$ cat config.mk
export PLATFORM = sky130hd
export DESIGN_NAME = rmeirq_regs
export DESIGN_NICKNAME = d
export VERILOG_FILES = /design/src/rmeirq_pkg.sv /design/src/rmeirq_regs.sv
export SDC_FILE = /design/constraint.sdc
export NUM_CORES = 1
export LEC_CHECK = 0
export BUFFER_PORTS_ARGS = -buffer_cell sky130_fd_sc_hd__buf_2
export CORE_ASPECT_RATIO = 0.75
export CORE_MARGIN = 2
export CORE_UTILIZATION = 40
export DETAILED_ROUTE_END_ITERATION = 7
export PLACE_DENSITY = 0.8
export REMOVE_ABC_BUFFERS = 1
export SETUP_SLACK_MARGIN = 0.1
export SYNTH_ARGS = -nofsm -noshare
export SYNTH_HDL_FRONTEND = slang
export SYNTH_SLANG_ARGS = --single-unit
$ cat constraint.sdc
create_clock -name clk_sys -period 2.01 [get_ports clk_sys]
set_clock_uncertainty 0.15 [all_clocks]
set_input_delay 0.402 -clock clk_sys [delete_from_list [all_inputs] [get_ports clk_sys]]
set_output_delay 0.402 -clock clk_sys [all_outputs]
set_load 0.005 [all_outputs]
$ cat src/rmeirq_pkg.sv
// Purpose: constants and types for the remap error record / remap table base register bank
// Assumes: APB with 32-bit data, byte addresses, 64-bit registers split into two words
// Notes: one package, used by rmeirq_regs and test_rmeirq_regs
// Operation
// - detail code valid only while flag set
// - detail code zero means no cause
// - code one on invalid tail pointer
// - code two on descriptor fetch error
// - code three on invalid descriptor type
// - code four on reserved field violation
// - code five: 128-bit width in scalable mode
// - code five: 256-bit without scalable or abort
// - code six: 256-bit width, tail bit4 set
// - code seven on invalid root table mode
// - table base in bits 63:12, 4KB aligned
// - base bits above host width ignored
// - settings used only after set-pointer command
// - mode clear: destination bits 15:8 only
// - mode set: full 32-bit destination
// - no capability: mode bit reads zero
// - size field gives 2^(X+1) entries
// - no remap support: register reads zero
// - error record at offset 0B0h
package rmeirq_pkg;
    // register byte offsets (low word, high word)
    localparam logic [7:0] ERR_REC_LO = 8'hB0;
    localparam logic [7:0] ERR_REC_HI = 8'hB4;
    localparam logic [7:0] TBL_BASE_LO = 8'hB8;
    localparam logic [7:0] TBL_BASE_HI = 8'hBC;
    localparam logic [7:0] CTRL_OFS = 8'hE0;
    // table base field positions in the low word
    localparam int BASE_LSB = 12;
    localparam int EDM_BIT = 11;
    localparam int SIZE_MSB = 3;
    // control register bit positions
    localparam int CTRL_SET_PTR = 0;
    // queue error detail codes
    localparam logic [3:0] QE_NONE = 4'h0;
    localparam logic [3:0] QE_TAIL = 4'h1;
    localparam logic [3:0] QE_FETCH = 4'h2;
    localparam logic [3:0] QE_TYPE = 4'h3;
    localparam logic [3:0] QE_RSVD = 4'h4;
    localparam logic [3:0] QE_WIDTH = 4'h5;
    localparam logic [3:0] QE_ALIGN = 4'h6;
    localparam logic [3:0] QE_TTM = 4'h7;
    // scalable root table mode encoding
    localparam logic [1:0] TM_SCALABLE = 2'h1;
    // reset values
    localparam logic [63:0] BASE_RST = 64'h0000_0000_0000_0000;
    // queue error event bundle raised by the invalidation engine
    typedef struct packed {
        logic tail_bad;
        logic fetch_err;
        logic type_bad;
        logic rsvd_bad;
        logic width_256;
        logic tail_bit4;
        logic ttm_bad;
    } rmeirq_qevt_type;
    // capability straps
    typedef struct packed {
        logic remap_supported;
        logic extended_dest_capability;
        logic scalable_translation_supported;
        logic abort_dma_supported;
    } rmeirq_cap_type;
endpackage

$ cat src/rmeirq_regs.sv
// Purpose: register bank for queue error detail and remap table base
// Assumes: APB slave, zero wait states, caps stable
// Notes: active table settings latch on the set-table-pointer strobe
`timescale 1ns/1ps
module rmeirq_regs #(
    parameter int HOST_ADDRESS_WIDTH = 48
) (
    input wire logic clk_sys,
    input wire logic rst_n,
    input wire logic psel,
    input wire logic penable,
    input wire logic pwrite,
    input wire logic [7:0] paddr,
    input wire logic [31:0] pwdata,
    input wire logic [3:0] pstrb,
    output logic [31:0] prdata,
    output logic pready,
    output logic pslverr,
    input wire rmeirq_pkg::rmeirq_cap_type caps,
    input wire logic [1:0] translation_table_mode,
    input wire rmeirq_pkg::rmeirq_qevt_type qevt,
    input wire logic qevt_valid,
    input wire logic queue_error_flag,
    input wire logic remap_active_status,
    input wire logic [31:0] entry_dest_id,
    output logic [63:0] act_table_base,
    output logic act_extended_dest_mode_enable,
    output logic [3:0] act_size,
    output logic [16:0] act_entry_count,
    output logic [31:0] dest_id_used,
    output logic set_ptr_done
);
    //////////////////////////////////////////////////////////////////////////
    // state
    logic [63:0] base_ff; // programmed register value
    logic [63:0] nxt_base;
    logic [3:0] detail_ff; // queue error detail code
    logic [3:0] nxt_detail;
    logic [63:0] act_base_ff; // settings in use by the remap logic
    logic act_edm_ff;
    logic [3:0] act_size_ff;
    logic [16:0] act_cnt_ff;
    logic [31:0] dest_ff;
    logic done_ff;
    logic [31:0] rdata_ff;
    logic err_ff;
    logic rdy_ff;

    //////////////////////////////////////////////////////////////////////////
    // helpers
    // mask of implemented base bits: 63:12 below host width
    function automatic logic [63:0] base_mask(input int host_address_width);
        logic [63:0] m;
        m = '0;
        for (int i = rmeirq_pkg::BASE_LSB; i < 64; i++) begin
            if (i < host_address_width) begin
                m[i] = 1'b1;
            end
        end
        return m;
    endfunction
    localparam logic [63:0] BMASK = base_mask(HOST_ADDRESS_WIDTH);

    //////////////////////////////////////////////////////////////////////////
    // decode
    wire acc = psel && penable;
    wire wr = acc && pwrite;
    // setup phase of a read: the answer is formed here so it stands with pready
    wire setup_rd = psel && !penable && !pwrite;
    wire hit_elo = paddr == rmeirq_pkg::ERR_REC_LO;
    wire hit_ehi = paddr == rmeirq_pkg::ERR_REC_HI;
    wire hit_blo = paddr == rmeirq_pkg::TBL_BASE_LO;
    wire hit_bhi = paddr == rmeirq_pkg::TBL_BASE_HI;
    wire hit_ctl = paddr == rmeirq_pkg::CTRL_OFS;
    wire mapped = hit_elo | hit_ehi | hit_blo | hit_bhi | hit_ctl;
    wire [31:0] bmask_word = {{8{pstrb[3]}}, {8{pstrb[2]}}, {8{pstrb[1]}}, {8{pstrb[0]}}};
    // writable bits of the low word: base, mode enable (if capable), size
    // mode bit gated by capability
    wire [31:0] lo_wmask = BMASK[31:0]
        | {20'h0_0000, caps.extended_dest_capability, 7'h00, 4'hF};
    wire wr_ok = caps.remap_supported;
    // upper bits beyond host width masked; bits 10:4 never stored
    wire [31:0] lo_keep = lo_wmask & bmask_word;
    wire [31:0] hi_keep = BMASK[63:32] & bmask_word;
    always_comb begin
        nxt_base = base_ff;
        if (wr && wr_ok && hit_blo) begin
            nxt_base[31:0] = (base_ff[31:0] & ~lo_keep) | (pwdata & lo_keep);
        end
        if (wr && wr_ok && hit_bhi) begin
            nxt_base[63:32] = (base_ff[63:32] & ~hi_keep) | (pwdata & hi_keep);
        end
    end
    // set-table-pointer command strobe
    wire set_ptr = wr && hit_ctl && pstrb[0] && pwdata[rmeirq_pkg::CTRL_SET_PTR] && wr_ok;

    //////////////////////////////////////////////////////////////////////////
    // queue error detail encoding, in the priority order of the checks
    // 128-bit width while scalable is a width fault
    wire w128_bad = !qevt.width_256 && (translation_table_mode == rmeirq_pkg::TM_SCALABLE);
    // 256-bit width with neither capability is a width fault
    wire w256_bad = qevt.width_256 && !caps.scalable_translation_supported
        && !caps.abort_dma_supported;
    // 256-bit width with tail bit 4 set
    wire align_bad = qevt.width_256 && qevt.tail_bit4;
    logic [3:0] code;
    always_comb begin
        // zero when no cause is known
        code = rmeirq_pkg::QE_NONE;
        if (qevt.tail_bad) begin
            code = rmeirq_pkg::QE_TAIL;
        end else if (w128_bad || w256_bad) begin
            code = rmeirq_pkg::QE_WIDTH;
        end else if (align_bad) begin
            code = rmeirq_pkg::QE_ALIGN;
        end else if (qevt.ttm_bad) begin
            code = rmeirq_pkg::QE_TTM;
        end else if (qevt.fetch_err) begin
            code = rmeirq_pkg::QE_FETCH;
        end else if (qevt.type_bad) begin
            code = rmeirq_pkg::QE_TYPE;
        end else if (qevt.rsvd_bad) begin
            code = rmeirq_pkg::QE_RSVD;
        end else begin
            code = rmeirq_pkg::QE_NONE;
        end
    end
    // capture only while the flag is not yet set, so the first cause stays
    always_comb begin
        nxt_detail = detail_ff;
        if (qevt_valid && !queue_error_flag) begin
            nxt_detail = code;
        end
    end

    //////////////////////////////////////////////////////////////////////////
    // read mux
    // reads look at next-state values, so a write landing on the setup edge
    // of a read queued right behind it is already visible to that read
    // error record at 0B0h; base reads zero without support
    wire [31:0] rd_mux =
        hit_elo ? {28'h000_0000, nxt_detail} :
        hit_blo ? (wr_ok ? nxt_base[31:0] : 32'h0000_0000) :
        hit_bhi ? (wr_ok ? nxt_base[63:32] : 32'h0000_0000) :
        32'h0000_0000;
    // destination id interpretation
    // only bits 15:8 when mode clear; full id when set
    wire [31:0] dest_sel = act_edm_ff ? entry_dest_id : {16'h0000, entry_dest_id[15:8], 8'h00};
    wire [16:0] cnt_calc = 17'(17'h0_0001 << (base_ff[rmeirq_pkg::SIZE_MSB:0] + 5'h01));

    //////////////////////////////////////////////////////////////////////////
    // registers
    // bank state and bus answer
    always_ff @(posedge clk_sys or negedge rst_n) begin
        if (!rst_n) begin
            base_ff <= rmeirq_pkg::BASE_RST;
            detail_ff <= rmeirq_pkg::QE_NONE;
            rdata_ff <= 32'h0000_0000;
            err_ff <= 1'b0;
            rdy_ff <= 1'b0;
        end else begin
            base_ff <= nxt_base;
            detail_ff <= nxt_detail;
            rdata_ff <= setup_rd ? rd_mux : 32'h0000_0000;
            err_ff <= psel && !penable && !mapped;
            rdy_ff <= psel && !penable;
        end
    end
    // active table settings
    always_ff @(posedge clk_sys or negedge rst_n) begin
        if (!rst_n) begin
            act_base_ff <= rmeirq_pkg::BASE_RST;
            act_edm_ff <= 1'b0;
            act_size_ff <= 4'h0;
            act_cnt_ff <= 17'h0_0002;
            done_ff <= 1'b0;
            dest_ff <= 32'h0000_0000;
        end else begin
            if (set_ptr) begin
                act_base_ff <= base_ff & BMASK;
                act_edm_ff <= base_ff[rmeirq_pkg::EDM_BIT];
                act_size_ff <= base_ff[rmeirq_pkg::SIZE_MSB:0];
                act_cnt_ff <= cnt_calc;
            end
            done_ff <= set_ptr;
            dest_ff <= dest_sel;
        end
    end

    // bus outputs: no wait state, answer stands through the access phase
    assign prdata = rdata_ff;
    assign pready = rdy_ff;
    assign pslverr = err_ff;
    assign act_table_base = act_base_ff;
    assign act_extended_dest_mode_enable = act_edm_ff;
    assign act_size = act_size_ff;
    assign act_entry_count = act_cnt_ff;
    assign dest_id_used = dest_ff;
    assign set_ptr_done = done_ff;

    //////////////////////////////////////////////////////////////////////////
    // assertions
    // active base only changes after a set-pointer command
    property p_act_hold;
        @(posedge clk_sys) disable iff (!rst_n)
        !set_ptr |=> $stable(act_base_ff);
    endproperty
    a_act_hold: assert property (p_act_hold) else $error("active base moved");
    // command copies base one edge later
    property p_act_load;
        @(posedge clk_sys) disable iff (!rst_n)
        set_ptr |=> act_base_ff == ($past(base_ff) & BMASK) && set_ptr_done;
    endproperty
    a_act_load: assert property (p_act_load) else $error("set pointer not loaded");
    property p_rsvd;
        @(posedge clk_sys) disable iff (!rst_n)
        base_ff[10:4] == 7'h00;
    endproperty
    a_rsvd: assert property (p_rsvd) else $error("reserved bits set");
    // no capability keeps mode bit zero
    property p_edm_cap;
        @(posedge clk_sys) disable iff (!rst_n)
        !caps.extended_dest_capability |=> !base_ff[rmeirq_pkg::EDM_BIT] || $past(base_ff[11]);
    endproperty
    a_edm_cap: assert property (p_edm_cap) else $error("mode bit set without capability");
    // table base reads return zero without remap support
    property p_nosup;
        @(posedge clk_sys) disable iff (!rst_n)
        (setup_rd && !caps.remap_supported && (hit_blo || hit_bhi)) |=> prdata == 32'h0;
    endproperty
    a_nosup: assert property (p_nosup) else $error("unsupported read nonzero");
    // invalid tail captured as code one
    property p_tail;
        @(posedge clk_sys) disable iff (!rst_n)
        (qevt_valid && !queue_error_flag && qevt.tail_bad) |=> detail_ff == 4'h1;
    endproperty
    a_tail: assert property (p_tail) else $error("tail code wrong");
    // misalignment gives code six when nothing higher
    property p_align;
        @(posedge clk_sys) disable iff (!rst_n)
        (qevt_valid && !queue_error_flag && !qevt.tail_bad && !w128_bad && !w256_bad
            && align_bad) |=> detail_ff == 4'h6;
    endproperty
    a_align: assert property (p_align) else $error("align code wrong");
    // code held while the flag is set
    property p_hold;
        @(posedge clk_sys) disable iff (!rst_n)
        queue_error_flag |=> $stable(detail_ff);
    endproperty
    a_hold: assert property (p_hold) else $error("detail changed under flag");
    // mode clear keeps only bits 15:8
    property p_dest;
        @(posedge clk_sys) disable iff (!rst_n)
        !act_edm_ff |=> dest_id_used[31:16] == 16'h0 && dest_id_used[7:0] == 8'h0;
    endproperty
    a_dest: assert property (p_dest) else $error("dest bits leaked");
    // bus answers one cycle after setup
    property p_ready;
        @(posedge clk_sys) disable iff (!rst_n)
        (psel && !penable) |=> pready;
    endproperty
    a_ready: assert property (p_ready) else $error("no ready");
    // detail checks are written from the inputs where they can be, so a slip
    // in the priority chain does not hide behind its own wires
    // capture edge, and no cause ranked above the one under test
    wire cap_edge = qevt_valid && !queue_error_flag;
    wire hi_clear = !qevt.tail_bad && !w128_bad && !w256_bad && !align_bad && !qevt.ttm_bad;
    // mode and size move only on the command
    property p_mode_hold;
        @(posedge clk_sys) disable iff (!rst_n)
        !set_ptr |=> $stable(act_edm_ff) && $stable(act_size_ff);
    endproperty
    a_mode_hold: assert property (p_mode_hold) else $error("mode or size moved");
    // an event with no cause leaves code zero
    property p_none;
        @(posedge clk_sys) disable iff (!rst_n)
        (cap_edge && qevt == '0 && translation_table_mode != rmeirq_pkg::TM_SCALABLE)
            |=> detail_ff == rmeirq_pkg::QE_NONE;
    endproperty
    a_none: assert property (p_none) else $error("no-cause code wrong");
    property p_fetch;
        @(posedge clk_sys) disable iff (!rst_n)
        (cap_edge && hi_clear && qevt.fetch_err) |=> detail_ff == rmeirq_pkg::QE_FETCH;
    endproperty
    a_fetch: assert property (p_fetch) else $error("fetch code wrong");
    property p_type;
        @(posedge clk_sys) disable iff (!rst_n)
        (cap_edge && hi_clear && !qevt.fetch_err && qevt.type_bad)
            |=> detail_ff == rmeirq_pkg::QE_TYPE;
    endproperty
    a_type: assert property (p_type) else $error("type code wrong");
    property p_rsvd_code;
        @(posedge clk_sys) disable iff (!rst_n)
        (cap_edge && hi_clear && !qevt.fetch_err && !qevt.type_bad && qevt.rsvd_bad)
            |=> detail_ff == rmeirq_pkg::QE_RSVD;
    endproperty
    a_rsvd_code: assert property (p_rsvd_code) else $error("reserved code wrong");
    property p_w128;
        @(posedge clk_sys) disable iff (!rst_n)
        (cap_edge && !qevt.tail_bad && !qevt.width_256
            && translation_table_mode == rmeirq_pkg::TM_SCALABLE)
            |=> detail_ff == rmeirq_pkg::QE_WIDTH;
    endproperty
    a_w128: assert property (p_w128) else $error("narrow width code wrong");
    property p_w256;
        @(posedge clk_sys) disable iff (!rst_n)
        (cap_edge && !qevt.tail_bad && qevt.width_256
            && !caps.scalable_translation_supported && !caps.abort_dma_supported)
            |=> detail_ff == rmeirq_pkg::QE_WIDTH;
    endproperty
    a_w256: assert property (p_w256) else $error("wide width code wrong");
    property p_ttm;
        @(posedge clk_sys) disable iff (!rst_n)
        (cap_edge && !qevt.tail_bad && !w128_bad && !w256_bad && !align_bad
            && qevt.ttm_bad) |=> detail_ff == rmeirq_pkg::QE_TTM;
    endproperty
    a_ttm: assert property (p_ttm) else $error("table mode code wrong");
    // nothing kept at or above host width
    property p_haw;
        @(posedge clk_sys) disable iff (!rst_n)
        (base_ff >> HOST_ADDRESS_WIDTH) == 64'h0 && (act_base_ff >> HOST_ADDRESS_WIDTH) == 64'h0;
    endproperty
    a_haw: assert property (p_haw) else $error("base above host width");
    // mode set passes the full id
    property p_dest_full;
        @(posedge clk_sys) disable iff (!rst_n)
        act_edm_ff |=> dest_id_used == $past(entry_dest_id);
    endproperty
    a_dest_full: assert property (p_dest_full) else $error("full id lost");
    property p_count;
        @(posedge clk_sys) disable iff (!rst_n)
        act_entry_count == (17'h0_0002 << act_size_ff);
    endproperty
    a_count: assert property (p_count) else $error("entry count wrong");
    property p_nosup_wr;
        @(posedge clk_sys) disable iff (!rst_n)
        (wr && !caps.remap_supported) |=> $stable(base_ff);
    endproperty
    a_nosup_wr: assert property (p_nosup_wr) else $error("unsupported write landed");
    property p_rd_rsvd;
        @(posedge clk_sys) disable iff (!rst_n)
        (setup_rd && hit_blo) |=> prdata[10:4] == 7'h00;
    endproperty
    a_rd_rsvd: assert property (p_rd_rsvd) else $error("reserved bits read");
    // record word shows the detail code
    property p_rd_rec;
        @(posedge clk_sys) disable iff (!rst_n)
        (setup_rd && hit_elo) |=> prdata == {28'h000_0000, detail_ff};
    endproperty
    a_rd_rec: assert property (p_rd_rec) else $error("record read wrong");
    c_setptr: cover property (@(posedge clk_sys) disable iff (!rst_n) set_ptr);
    c_width: cover property (@(posedge clk_sys) disable iff (!rst_n)
        qevt_valid && (w128_bad || w256_bad));
    c_edm: cover property (@(posedge clk_sys) disable iff (!rst_n) act_edm_ff);
    c_live: cover property (@(posedge clk_sys) disable iff (!rst_n)
        set_ptr && remap_active_status);
endmodule // rmeirq_regs

; Word-level counts from Yosys, hierarchy flattened
; Index checks and enable logic that the tools add are counted.
[op_classes]
n_addsub = 1
n_eq_ne = 6
shift = 1
n_mux = 17
bitwise_logic = 13
reduce_logical = 25
[op_table]
columns = cell, count
row1 = 32-bit 2-to-1 mux, 9
row2 = 32-bit AND, 4
row3 = 32-bit OR, 2
row4 = 8-bit == test (second input constant), 5
row5 = 32-bit by 16-bit AND with 32-bit output, 1
row6 = 16-bit NOT with 32-bit output, 1
row7 = 32-bit NOT, 1
row8 = 1-bit logical AND, 17
row9 = 1-bit by 5-bit left shift with 17-bit output (first input constant), 1
row10 = 3-bit 2-to-1 mux, 5
row11 = 4-bit 2-to-1 mux, 3
row12 = 1-bit logical NOT, 7
row13 = 4-bit by 1-bit adder with 5-bit output (second input constant), 1
row14 = 1-bit OR, 4
row15 = 2-bit by 1-bit == test with 1-bit output (second input constant), 1
row16 = 1-bit logical OR, 1
[totals]
register_bits = 193
input_bits = 97
out_inout_bits = 153
elab_cells = 74

; Logic depth before layout (Yosys ltp)
; Gate-level depths: netlist (run 1).
[depth]
depth_word = 10
mapped_depth = 8
depth_no_buf = 4

; Worst setup path after synthesis (run 1)
; Ideal clock, no wire load.
[synth_timing]
kind = input port to flip-flop
start = in paddr[0]
end = reg act_base_ff[44], in the netlist act_table_base[44]
setup_time_ns = 0.125
arrival_time_ns = 1.798
t_required_ns = 1.735
setup_slack_ns = -0.063
cell_stages = 8
path_buffers = 4
path_cell_list = and4bb_1 > buf_4 > nand4_4 > or2_1 > buf_6 > buf_8 > buf_8 > mux2_4
[synth_via]
elab_chain_cells = 5
[synth_rtl]
columns = item, line_no
row1 = start: declaration, rmeirq_regs.sv:13  ; input wire logic [7:0] paddr,
row2 = 8-bit == test, rmeirq_regs.sv:74  ; wire hit_ctl = paddr == rmeirq_pkg::CTRL_OFS;
row3 = 1-bit logical AND (4 in a row), rmeirq_regs.sv:95  ; wire set_ptr = wr && hit_ctl && pstrb[0] && pwdata[rmeirq_pkg::CTRL_SET_PTR] && wr_ok;
row4 = end signal: assignment, rmeirq_regs.sv:172  ; act_base_ff <= rmeirq_pkg::BASE_RST;
row5 = end signal: assignment, rmeirq_regs.sv:180  ; act_base_ff <= base_ff & BMASK;
row6 = end: declaration, rmeirq_regs.sv:39  ; logic [63:0] act_base_ff;
; No other way between the ends.
; A chain may end at the register's enable or synchronous reset.

; Final worst setup path (run 1)
[layout_timing]
start = in paddr[0]
end = reg rdata_ff[31], in the netlist prdata[31]
[layout_via]
word_cells_on_any_way = 13
classes_between = eq/ne (3) / mux (8) / reduce/logical (2)
[layout_lines]
columns = item, line_no
row1 = 8-bit == test, rmeirq_regs.sv:72  ; wire hit_blo = paddr == rmeirq_pkg::TBL_BASE_LO;
row2 = 1-bit logical AND, rmeirq_regs.sv:87  ; if (wr && wr_ok && hit_blo) begin
row3 = 32-bit 2-to-1 mux, rmeirq_regs.sv:87
row4 = net nxt_base[31], rmeirq_regs.sv:36  ; logic [63:0] nxt_base;
row5 = 32-bit 2-to-1 mux (2 in a row), rmeirq_regs.sv:143  ; hit_blo ? (wr_ok ? nxt_base[31:0] : 32'h0000_0000) :
row6 = 32-bit 2-to-1 mux, rmeirq_regs.sv:142  ; hit_elo ? {28'h000_0000, nxt_detail} :
row7 = 32-bit 2-to-1 mux, rmeirq_regs.sv:164  ; rdata_ff <= setup_rd ? rd_mux : 32'h0000_0000;
row8 = end signal: assignment, rmeirq_regs.sv:164
row9 = end: declaration, rmeirq_regs.sv:45  ; logic [31:0] rdata_ff;
; The timed path passes the listed nets, and every way through them passes these cells.

==> results of run 1 <==
[cells by family (layout without fill, tap and decap cells)]
family | count (synthesis) | count (layout) | synth area share (%)
AO/OA/AOI/OAI | 69 | 69 | 6.959
XOR/XNOR | 1 | 1 | 0.1286
adder cells (fa/ha/maj) | 2 | 2 | 0.3672
buffers and inverters | 59 | 300 | 5.656
flip-flops | 170 | 170 | 62.45
multiplexers | 81 | 81 | 13.48
other | 1 | 31 | 0.05503
AND/OR/NAND/NOR | 120 | 120 | 10.91
[per-stage QoR]
step	setup WS, ns	power [W]	utilization, %	hold WS (ns)	setup TNS [ns]
final	0.1403	0.007314	53.76	0.04030	0
after global routing	0.1134	0.007573	53.73	0.02036	0
after CTS	0.1510	0.007397	53.70	0.02191	0
after detailed placement	-0.2980	0.003815	49.39	0.2604	-15.18
after global placement	-0.2177	0.003807	49.39	0.2560	-11.78
after floorplan	-1.089	0.003581	-	-0.04359	-60.45
[worst register-to-register path: stages, from the launching register on]
cell	delay [ns]
dfrtp_1	0.37
and2_1	0.17
ha_2	0.42
nand2b_1	0.17
o31ai_1	0.30
[power breakdown]
part | internal (W) | switching, W | leakage [nW]
Clock | 0.00221 | 0.00134 | 0.306
Combinational | 0.000135 | 0.000175 | 2.36
Sequential | 0.00344 | 0.00000819 | 2.34
[final cells by class]
class / instances / area share [%]
Antenna cell: 3 / 0.08350
Clock buffer: 21 / 4.898
Clock inverter: 10 / 2.115
Inverter: 6 / 0.2505
Multi-Input combinational cell: 301 / 25.33
Sequential cell: 170 / 47.34
Tap cell: 215 / 2.992
Timing Repair Buffer: 263 / 16.99
[sequential cells by signal, summed over array words and instances (netlist names), 4 cells and up]
register         cells
base_ff             41
act_table_base      36
dest_id_used        32
prdata              32
act_entry_count     17
act_size             4
detail_ff            4
[worst max path at each step]
| stage | startpoint | to | slack [ns] | cells after the start |
|---|---|---|---|---|
| after global routing | paddr[0] | prdata[31]$_DFF_PN0_ | 0.11 | 7 |
| after CTS | paddr[0] | prdata[31]$_DFF_PN0_ | 0.15 | 7 |
| final | paddr[0] | prdata[31]$_DFF_PN0_ | 0.14 | 7 |
| after global placement | paddr[0] | prdata[28]$_DFF_PN0_ | -0.22 | 7 |
| after detailed placement | paddr[0] | prdata[31]$_DFF_PN0_ | -0.30 | 7 |
| after floorplan | pwrite | act_entry_count[16]$_DFFE_PN0P_ | -1.09 | 4 |
[layer usage]
layer  vias to the layer above  GRT usage, %
met2                       162         31.13
li1                       2224             -
met1                      2412         23.20
met4                         0         5.988
met5                         -             0
met3                        18         6.001
[layout by cell type (no fill, tap or decap), types with 6 or more instances in the layout]
| cell type | n |
|---|---|
| buf_2 | 219 |
| dfrtp_1 | 168 |
| mux2_2 | 74 |
| and2_1 | 40 |
| o21ai_0 | 32 |
| conb_1 | 28 |
| buf_4 | 28 |
| nand2_1 | 20 |
| clkbuf_16 | 17 |
| nand2b_1 | 9 |
| nand3_1 | 9 |
| a21oi_1 | 9 |
| dlygate4sd3_1 | 9 |
| inv_1 | 6 |
| o31ai_1 | 6 |
| o41ai_2 | 6 |
| buf_12 | 6 |
[timing repair]
action                                 in CTS  in global routing
gates resized for setup                     1                  1
hold buffers                                9                  0
setup endpoints to repair                   1                  1
endpoints found under the hold margin     177                  0
==> impl_metrics.ini, run 1 <==
[status]
run_status = finished clean

[critical_path]
critPathMaxStageDelay_ns = 0.34
path_cells = buf_2 -> nand4bb_1 -> buf_4 -> nor4_4 -> buf_12 -> mux2_2 -> and2_1
worstSetupPathType = input pin to flop
reg2reg_from = base_ff[0]$_DFF_PN0_
crit_required_ns = 2.17
crit_family = simple AND/OR/NAND/NOR gates
worst-endpoint-arrival_ns = 2.03
r2r_slack_ns = 0.34
cp-end-kind = flop
reg2reg_to = act_entry_count[3]$_DFFE_PN0P_
crit_fanout = 8
cpMaxStageDelayCell = mux2_2
rr_worst_depth = 4
worst-path-buf-inv = 3
crit_path_start_kind = input pin

[power_and_ir_drop]
power-per-cell-area_nw_per_um2 = 813.5
leakagePower_nw = 5.010
ir_drop_v = 0.0004673

[detailed_routing]
routedWlPerCell_um = 16.34
wl_met2_mm = 7.931
drc = 0
ant_nets = 0
drtIter0Drc = 181
wl_met1_mm = 6.956
top_layer_used = met4
via_count = 4816
viasPerCell = 4.870
drtPass1Iterations = 4
routed_wl_mm = 16.16
dr_wl_met3_mm = 1.052

[die]
die_area_um2 = 18110
start_util_pct = 40.75
fp.dieH_um = 117.0
die_x_um = 154.7
io_pins = 250
rows = 41
core_um2 = 16720

[hold_path]
hold_path_depth = 2
hp-start = entry_dest_id[29]
hold_end = dest_id_used[29]$_DFF_PN0_
worst_hold_path_type = input pin to flop

[synth]
synth_most_common_cell = dfrtp_1
netlist.top_cell.by_area = dfrtp_1
synthTopCellsByArea = dfrtp_1 62%, mux2_2 12%, and2_1 3.7%
synth_edf_count = 0
ys_types = 51
synth_top_cell_area_share_pct = 62.06
synthFlopType = dfrtp_1
syn_area_um2 = 6814
synthArstFlopShare_pct = 100.0
postSynthAreaPerCell_um2 = 13.55
yosysWarnings = 0
netlist_instances = 503
synth_commonest_cells = 169 x dfrtp_1, 74 x mux2_2, 40 x and2_1
yosys_register_bits = 170
synth-seq-area-share_pct = 62.45

[global_routing]
grt_antenna_before_repair = 3
grt_pass1_wl_mm = 25.67
overflow = 0
grt_max_degree = 113
grt_pass1_vias = 4822
track_usage_pct = 18.56

[clock_tree]
htreeDepth = 4
postCtsSetupRepairBufs = 0
cts_inserted_buffers = 17
clock_path_buffers = 2
root_buffer = clkbuf_16
clk_latency_ns = 0.42
path_clk_slew_ns = 0.07
cts.sinks = 170
tritoncts = yes

[timing]
rsz0062_at_grt = false
hold_viol = 0
slew_headroom_pct = 58.49
slew_violations = 0
fmax_ghz = 0.5348
setup-violations-final = 0
fin_crit_sh_pct = 93.02
tightestPinTransition_ns = 0.6227
period_needed_ns = 1.870

[placement]
gp_congestion = 0.7921
placed_area_um2 = 8259
io_buffer_count = 220
hpwl_mm = 11.76
placed_cells = 946

[cells_and_area]
n_fill_cell = 1464
seq_area_um2 = 4257
syn_to_final_growth_pct = 31.95
post_route_cells_drive_above_1_share_pct = 48.38
final_cells = 989
fin_area_um2 = 8991
multiInputGateArea_um2 = 2277
fin_nets = 858

[job]
cap_violations = 0
Power figures use the tool's default switching activity.
==> run 2, diff against run 1 <==
- CORE_ASPECT_RATIO: 0.75 -> 1.5
==> run 2 against run 1 <==
Worst setup slack improved by 0.089 ns; via count shrank 0.96%; critical endpoint is now act_entry_count[3]$_DFFE_PN0P_; cell count rose by 0.40%; highest routed layer unchanged; clock power fell by 10%.
==> impl_metrics.ini, run 2 (synthesized netlist as in run 1, its figures left out) <==
[power_and_ir_drop]
leakagePower_nw = 5.034
power.share.switching_pct = 23.00
design_power_total_w = 0.006970
power-per-cell-area_nw_per_um2 = 773.9
pwr-share-comb_pct = 4.7
p_int_w = 0.005367
p_sw_w = 0.001603
clock_power_share_pct = 45.8
pwr-share-seq_pct = 49.5
ir_drop_v = 0.0004346

[critical_path]
crit_required_ns = 2.17
cp-end-kind = flop
crit_path_start_kind = flop
worstSetupPathType = flop to flop
crit_fanout = 7
worst-endpoint-arrival_ns = 1.94

[die]
start_util_pct = 40.65
core_um2 = 16760
fp.dieH_um = 163.9
die_x_um = 110.6
die_area_um2 = 18120
io_pins = 250
rows = 58

[global_routing]
grt_max_degree = 41
overflow = 0
grt_antenna_before_repair = 1
track_usage_pct = 18.95
grt_pass1_vias = 5001
grt_pass1_wl_mm = 26.68

[timing]
hold_viol = 0
fin_ws_ns = 0.2293
setup-violations-final = 0
period_needed_ns = 1.781
fin_crit_sh_pct = 88.59
slew_headroom_pct = 64.82
fmax_ghz = 0.5616
rsz0062_at_grt = false
slew_violations = 0
tightestPinTransition_ns = 0.5277
worst_hold_slack_ns = 0.03395

[placement]
placed_area_um2 = 8341
gp_congestion = 0.8274
io_buffer_count = 220
place_ws_ns = -0.2244
hpwl_mm = 12.25

[clock_tree]
tritoncts = yes
path_clk_slew_ns = 0.06
cts.sinks = 170
htreeDepth = 4
root_buffer = clkbuf_16
clock_path_buffers = 2
cts_inserted_buffers = 17
postCtsSetupRepairBufs = 0
clk_latency_ns = 0.42

[detailed_routing]
drc = 0
viasPerCell = 4.804
drtPass1Iterations = 4
ant_nets = 0
routed_wl_mm = 16.73
routedWlPerCell_um = 16.85
via_count = 4770
drtIter0Drc = 135

[cells_and_area]
fin_nets = 868
fin_util_pct = 53.72
layout_commonest_cell = buf_2
largest_reg_flops = 41
syn_to_final_growth_pct = 32.17
layout_common_cells = 219 x buf_2, 169 x dfrtp_1, 74 x mux2_2
fin_area_um2 = 9006
post_route_cells_drive_above_1_share_pct = 49.10
regMostFlops = base_ff

[status]
run_status = finished clean

[hold_path]
worst_hold_path_type = input pin to flop

[job]
cap_violations = 0
## run 2: cell types whose count changed in the layout (fill, tap and decap cells not counted), moves of 2 or more
cell       delta
buf_4         +9
diode_2       -2
inv_6         +3
bufinv_16     -4
inv_8         +2
clkbuf_1      -2
## run 2: per-stage QoR
step	TNS [ns]	cells
floorplan	-60.45	477
global placement	-12.61	951
detailed placement	-13.73	951
CTS	0	992
global route	0	993
finish	0	993
## run 2: path summary, 6_finish.rpt
kind | from | endpoint | slack [ns] | depth (start not counted)
max in group asynchronous | rst_n | act_entry_count[1]$_DFFE_PN1P_ | 0.70 | 3
hold / removal | penable | pready$_DFF_PN0_ | 0.03 | 2
setup / recovery | base_ff[0]$_DFF_PN0_ | act_entry_count[3]$_DFFE_PN0P_ | 0.23 | 4
min in group asynchronous | rst_n | base_ff[29]$_DFF_PN0_ | 0.29 | 2
setup reg to reg | base_ff[0]$_DFF_PN0_ | act_entry_count[3]$_DFFE_PN0P_ | 0.23 | 4
hold reg to reg | detail_ff[3]$_DFF_PN0_ | detail_ff[3]$_DFF_PN0_ | 0.33 | 2
## run 2: layout make-up
class | count | area [um2]
Antenna cell | 1 | 2.502
Timing Repair Buffer | 273 | 1615
Tap cell | 210 | 262.8
Clock buffer | 20 | 446.7
Multi-Input combinational cell | 301 | 2275
Sequential cell | 170 | 4255
Clock inverter | 12 | 126.4
Inverter | 6 | 22.52
Fill cell | 1441 | 7757
## run 2: worst max-delay path, stage by stage, from the launching register on
cell,delay [ns]
dfrtp_1,0.37
and2_1,0.19
ha_1,0.46
nand2b_1,0.18
o31ai_1,0.31
## run 2: repair_timing
item	in CTS	in global routing
hold buffers	9	0
resized for setup	0	0
hold endpoints to repair	43	0
## run 2: power groups by stage
stage,combinational [W],sequential (W),clock [W]
final,0.000326,0.00345,0.00319
after global routing,0.000367,0.00345,0.00342
after CTS,0.000331,0.00345,0.00328
after detailed placement,0.000315,0.00351,0
after global placement,0.000309,0.00351,0
after floorplan,0.0000652,0.00352,0
## run 2: metal layers
layer / track usage, % / part of all wire (%) / up-vias
met4: 9.545 / 2.9 / 0
met3: 4.354 / 5.3 / 27
met1: 21.78 / 39 / 2351
met2: 33.27 / 53 / 167
li1: - / - / 2225
met5: 0 / 0 / -
==> run 3, diff against run 2 <==
- CORE_MARGIN: 2 -> not set
- CORE_UTILIZATION: 40 -> 46
- CTS_BUF_LIST: not set -> sky130_fd_sc_hd__clkbuf_8
- PLACE_DENSITY: 0.8 -> 0.89
==> run 3 against run 2 <==
Die area decreased by 15%; sequential share of layout area decreased by 0.21 points; non-clock buffer count increased by 17; utilization increased by 8.5 points; global-route usage increased by 2.8 points; cell area increased by 0.44%; combinational power increased by 11%; largest cell class unchanged; highest routed layer unchanged.
==> impl_metrics.ini, run 3 (synthesized netlist as in run 1, its figures left out) <==
[status]
run_status = finished clean

[timing]
hold_viol = 0
setup-violations-final = 0
worst_hold_slack_ns = 0.03195
fmax_ghz = 0.5543
fin_crit_sh_pct = 89.75
rsz0062_at_grt = false
slew_violations = 0
fin_ws_ns = 0.2061
period_needed_ns = 1.804

[global_routing]
grt_pass1_wl_mm = 25.14
track_usage_pct = 21.79
grt_max_degree = 41
grt_antenna_before_repair = 1
grt_pass1_vias = 5102
overflow = 0

[critical_path]
cp-end-kind = flop
worst-endpoint-arrival_ns = 2.02
reg2reg_to = act_entry_count[5]$_DFFE_PN0P_
path_cells = and2_1 -> ha_1 -> or4_1 -> o21ai_0
r2r_slack_ns = 0.21
reg2reg_from = base_ff[0]$_DFF_PN0_
worstSetupPathType = flop to flop
crit_required_ns = 2.23
crit_fanout = 7
rr_worst_depth = 4
critPathMaxStageDelay_ns = 0.42
cpMaxStageDelayCell = or4_1
crit_path_start_kind = flop

[clock_tree]
postCtsSetupRepairBufs = 0
cts.sinks = 170
tritoncts = yes
clock_path_buffers = 2
root_buffer = clkbuf_8
htreeDepth = 4
path_clk_slew_ns = 0.11
clk_latency_ns = 0.46
cts_inserted_buffers = 17

[cells_and_area]
post_route_cells_drive_above_1_share_pct = 47.56
regMostFlops = base_ff
layout_common_cells = 219 x buf_2, 169 x dfrtp_1, 74 x mux2_2
largest_reg_flops = 41
layout_commonest_cell = buf_2
syn_to_final_growth_pct = 32.76
fin_nets = 885

[die]
die_area_um2 = 15310
core_um2 = 14530
start_util_pct = 46.91
die_x_um = 101.4
rows = 54
io_pins = 250
fp.dieH_um = 151.1

[detailed_routing]
routedWlPerCell_um = 16.60
routed_wl_mm = 16.56
drtPass1Iterations = 4
viasPerCell = 4.954
drtIter0Drc = 206
ant_nets = 0
via_count = 4939
drc = 0

[hold_path]
hp-start = pwdata[30]
worst_hold_path_type = input pin to flop
hold_path_depth = 2
hold_end = base_ff[30]$_DFF_PN0_

[power_and_ir_drop]
ir_drop_v = 0.0004949
power-per-cell-area_nw_per_um2 = 702.3
design_power_total_w = 0.006353
leakagePower_nw = 5.039

[placement]
gp_congestion = 0.8245
hpwl_mm = 11.60
io_buffer_count = 220
place_ws_ns = -0.2506

[job]
cap_violations = 0
run 3: cell types whose count changed in the layout (fill, tap and decap cells not counted), moves of 2 or more:
| cell | before | now |
|---|---|---|
| clkbuf_8 | 1 | 17 |
| clkinv_4 | 2 | 0 |
| clkbuf_1 | 2 | 0 |
| clkinv_8 | 0 | 7 |
| clkbuf_16 | 17 | 0 |
| inv_12 | 0 | 3 |
| buf_4 | 37 | 31 |
| dlygate4sd3_1 | 9 | 32 |
run 3: per-stage QoR:
| stage | utilization (%) | instance area (um2) | TNS (ns) | cells |
|---|---|---|---|---|
| 2_1_floorplan | - | 6553 | -60.45 | 477 |
| 3_5_place_dp | 56.99 | 8278 | -12.02 | 931 |
| 6_report | 62.27 | 9046 | 0 | 997 |
| 4_1_cts | 61.96 | 9001 | 0 | 991 |
| 5_1_grt | 62.26 | 9044 | 0 | 996 |
| 3_3_place_gp | 56.99 | 8278 | -7.885 | 931 |
run 3: report_power, final:
group | switching (W) | leakage [nW] | total (W) | internal, W
logic | 0.000189 | 2.48 | 0.000363 | 0.000174
clock network | 0.00155 | 0.217 | 0.00254 | 0.000997
registers | 0.00000751 | 2.35 | 0.00345 | 0.00344
total | 0.00174 | 5.04 | 0.00635 | 0.00461
run 3: critical path: cells and delay by family, from the launching register on:
family / cells / cell delay (ns)
simple gates: 2 / 0.61
flops: 1 / 0.39
fa+ha+maj: 1 / 0.39
compound gates: 1 / 0.18
run 3: what timing repair did:
action | in CTS | in global routing
gates resized for setup | 0 | 0
hold buffers | 28 | 4
endpoints found under the hold margin | 80 | 4
setup endpoints to repair | 0 | 0
run 3: layout make-up:
| cell class | instances | area (um2) |
|---|---|---|
| antenna | 2 | 5.005 |
| clock buffer | 17 | 234.0 |
| multi-input combinational | 301 | 2275 |
| sequential | 170 | 4255 |
| inverter | 6 | 22.52 |
| tap | 196 | 245.2 |
| timing repair buffer | 290 | 1800 |
| fill | 1083 | 5480 |
| clock inverter | 15 | 209.0 |
run 3: metal layers:
layer | wire, um | GRT usage (%)
met5 | 0 | 0
met1 | 6243 | 23.87
met4 | 449 | 9.855
met3 | 871 | 4.707
met2 | 8990 | 39.80
run 3: worst max path at each step:
stage                     slack, ns                  from                               to
after floorplan               -1.09                pwrite  act_entry_count[16]$_DFFE_PN0P_
after global placement        -0.19              paddr[0]             prdata[24]$_DFF_PN0_
after detailed placement      -0.25              paddr[0]             prdata[24]$_DFF_PN0_
after CTS                      0.25  base_ff[0]$_DFF_PN0_   act_entry_count[5]$_DFFE_PN0P_
after global routing           0.12  base_ff[0]$_DFF_PN0_   act_entry_count[5]$_DFFE_PN0P_
final                          0.21  base_ff[0]$_DFF_PN0_   act_entry_count[5]$_DFFE_PN0P_
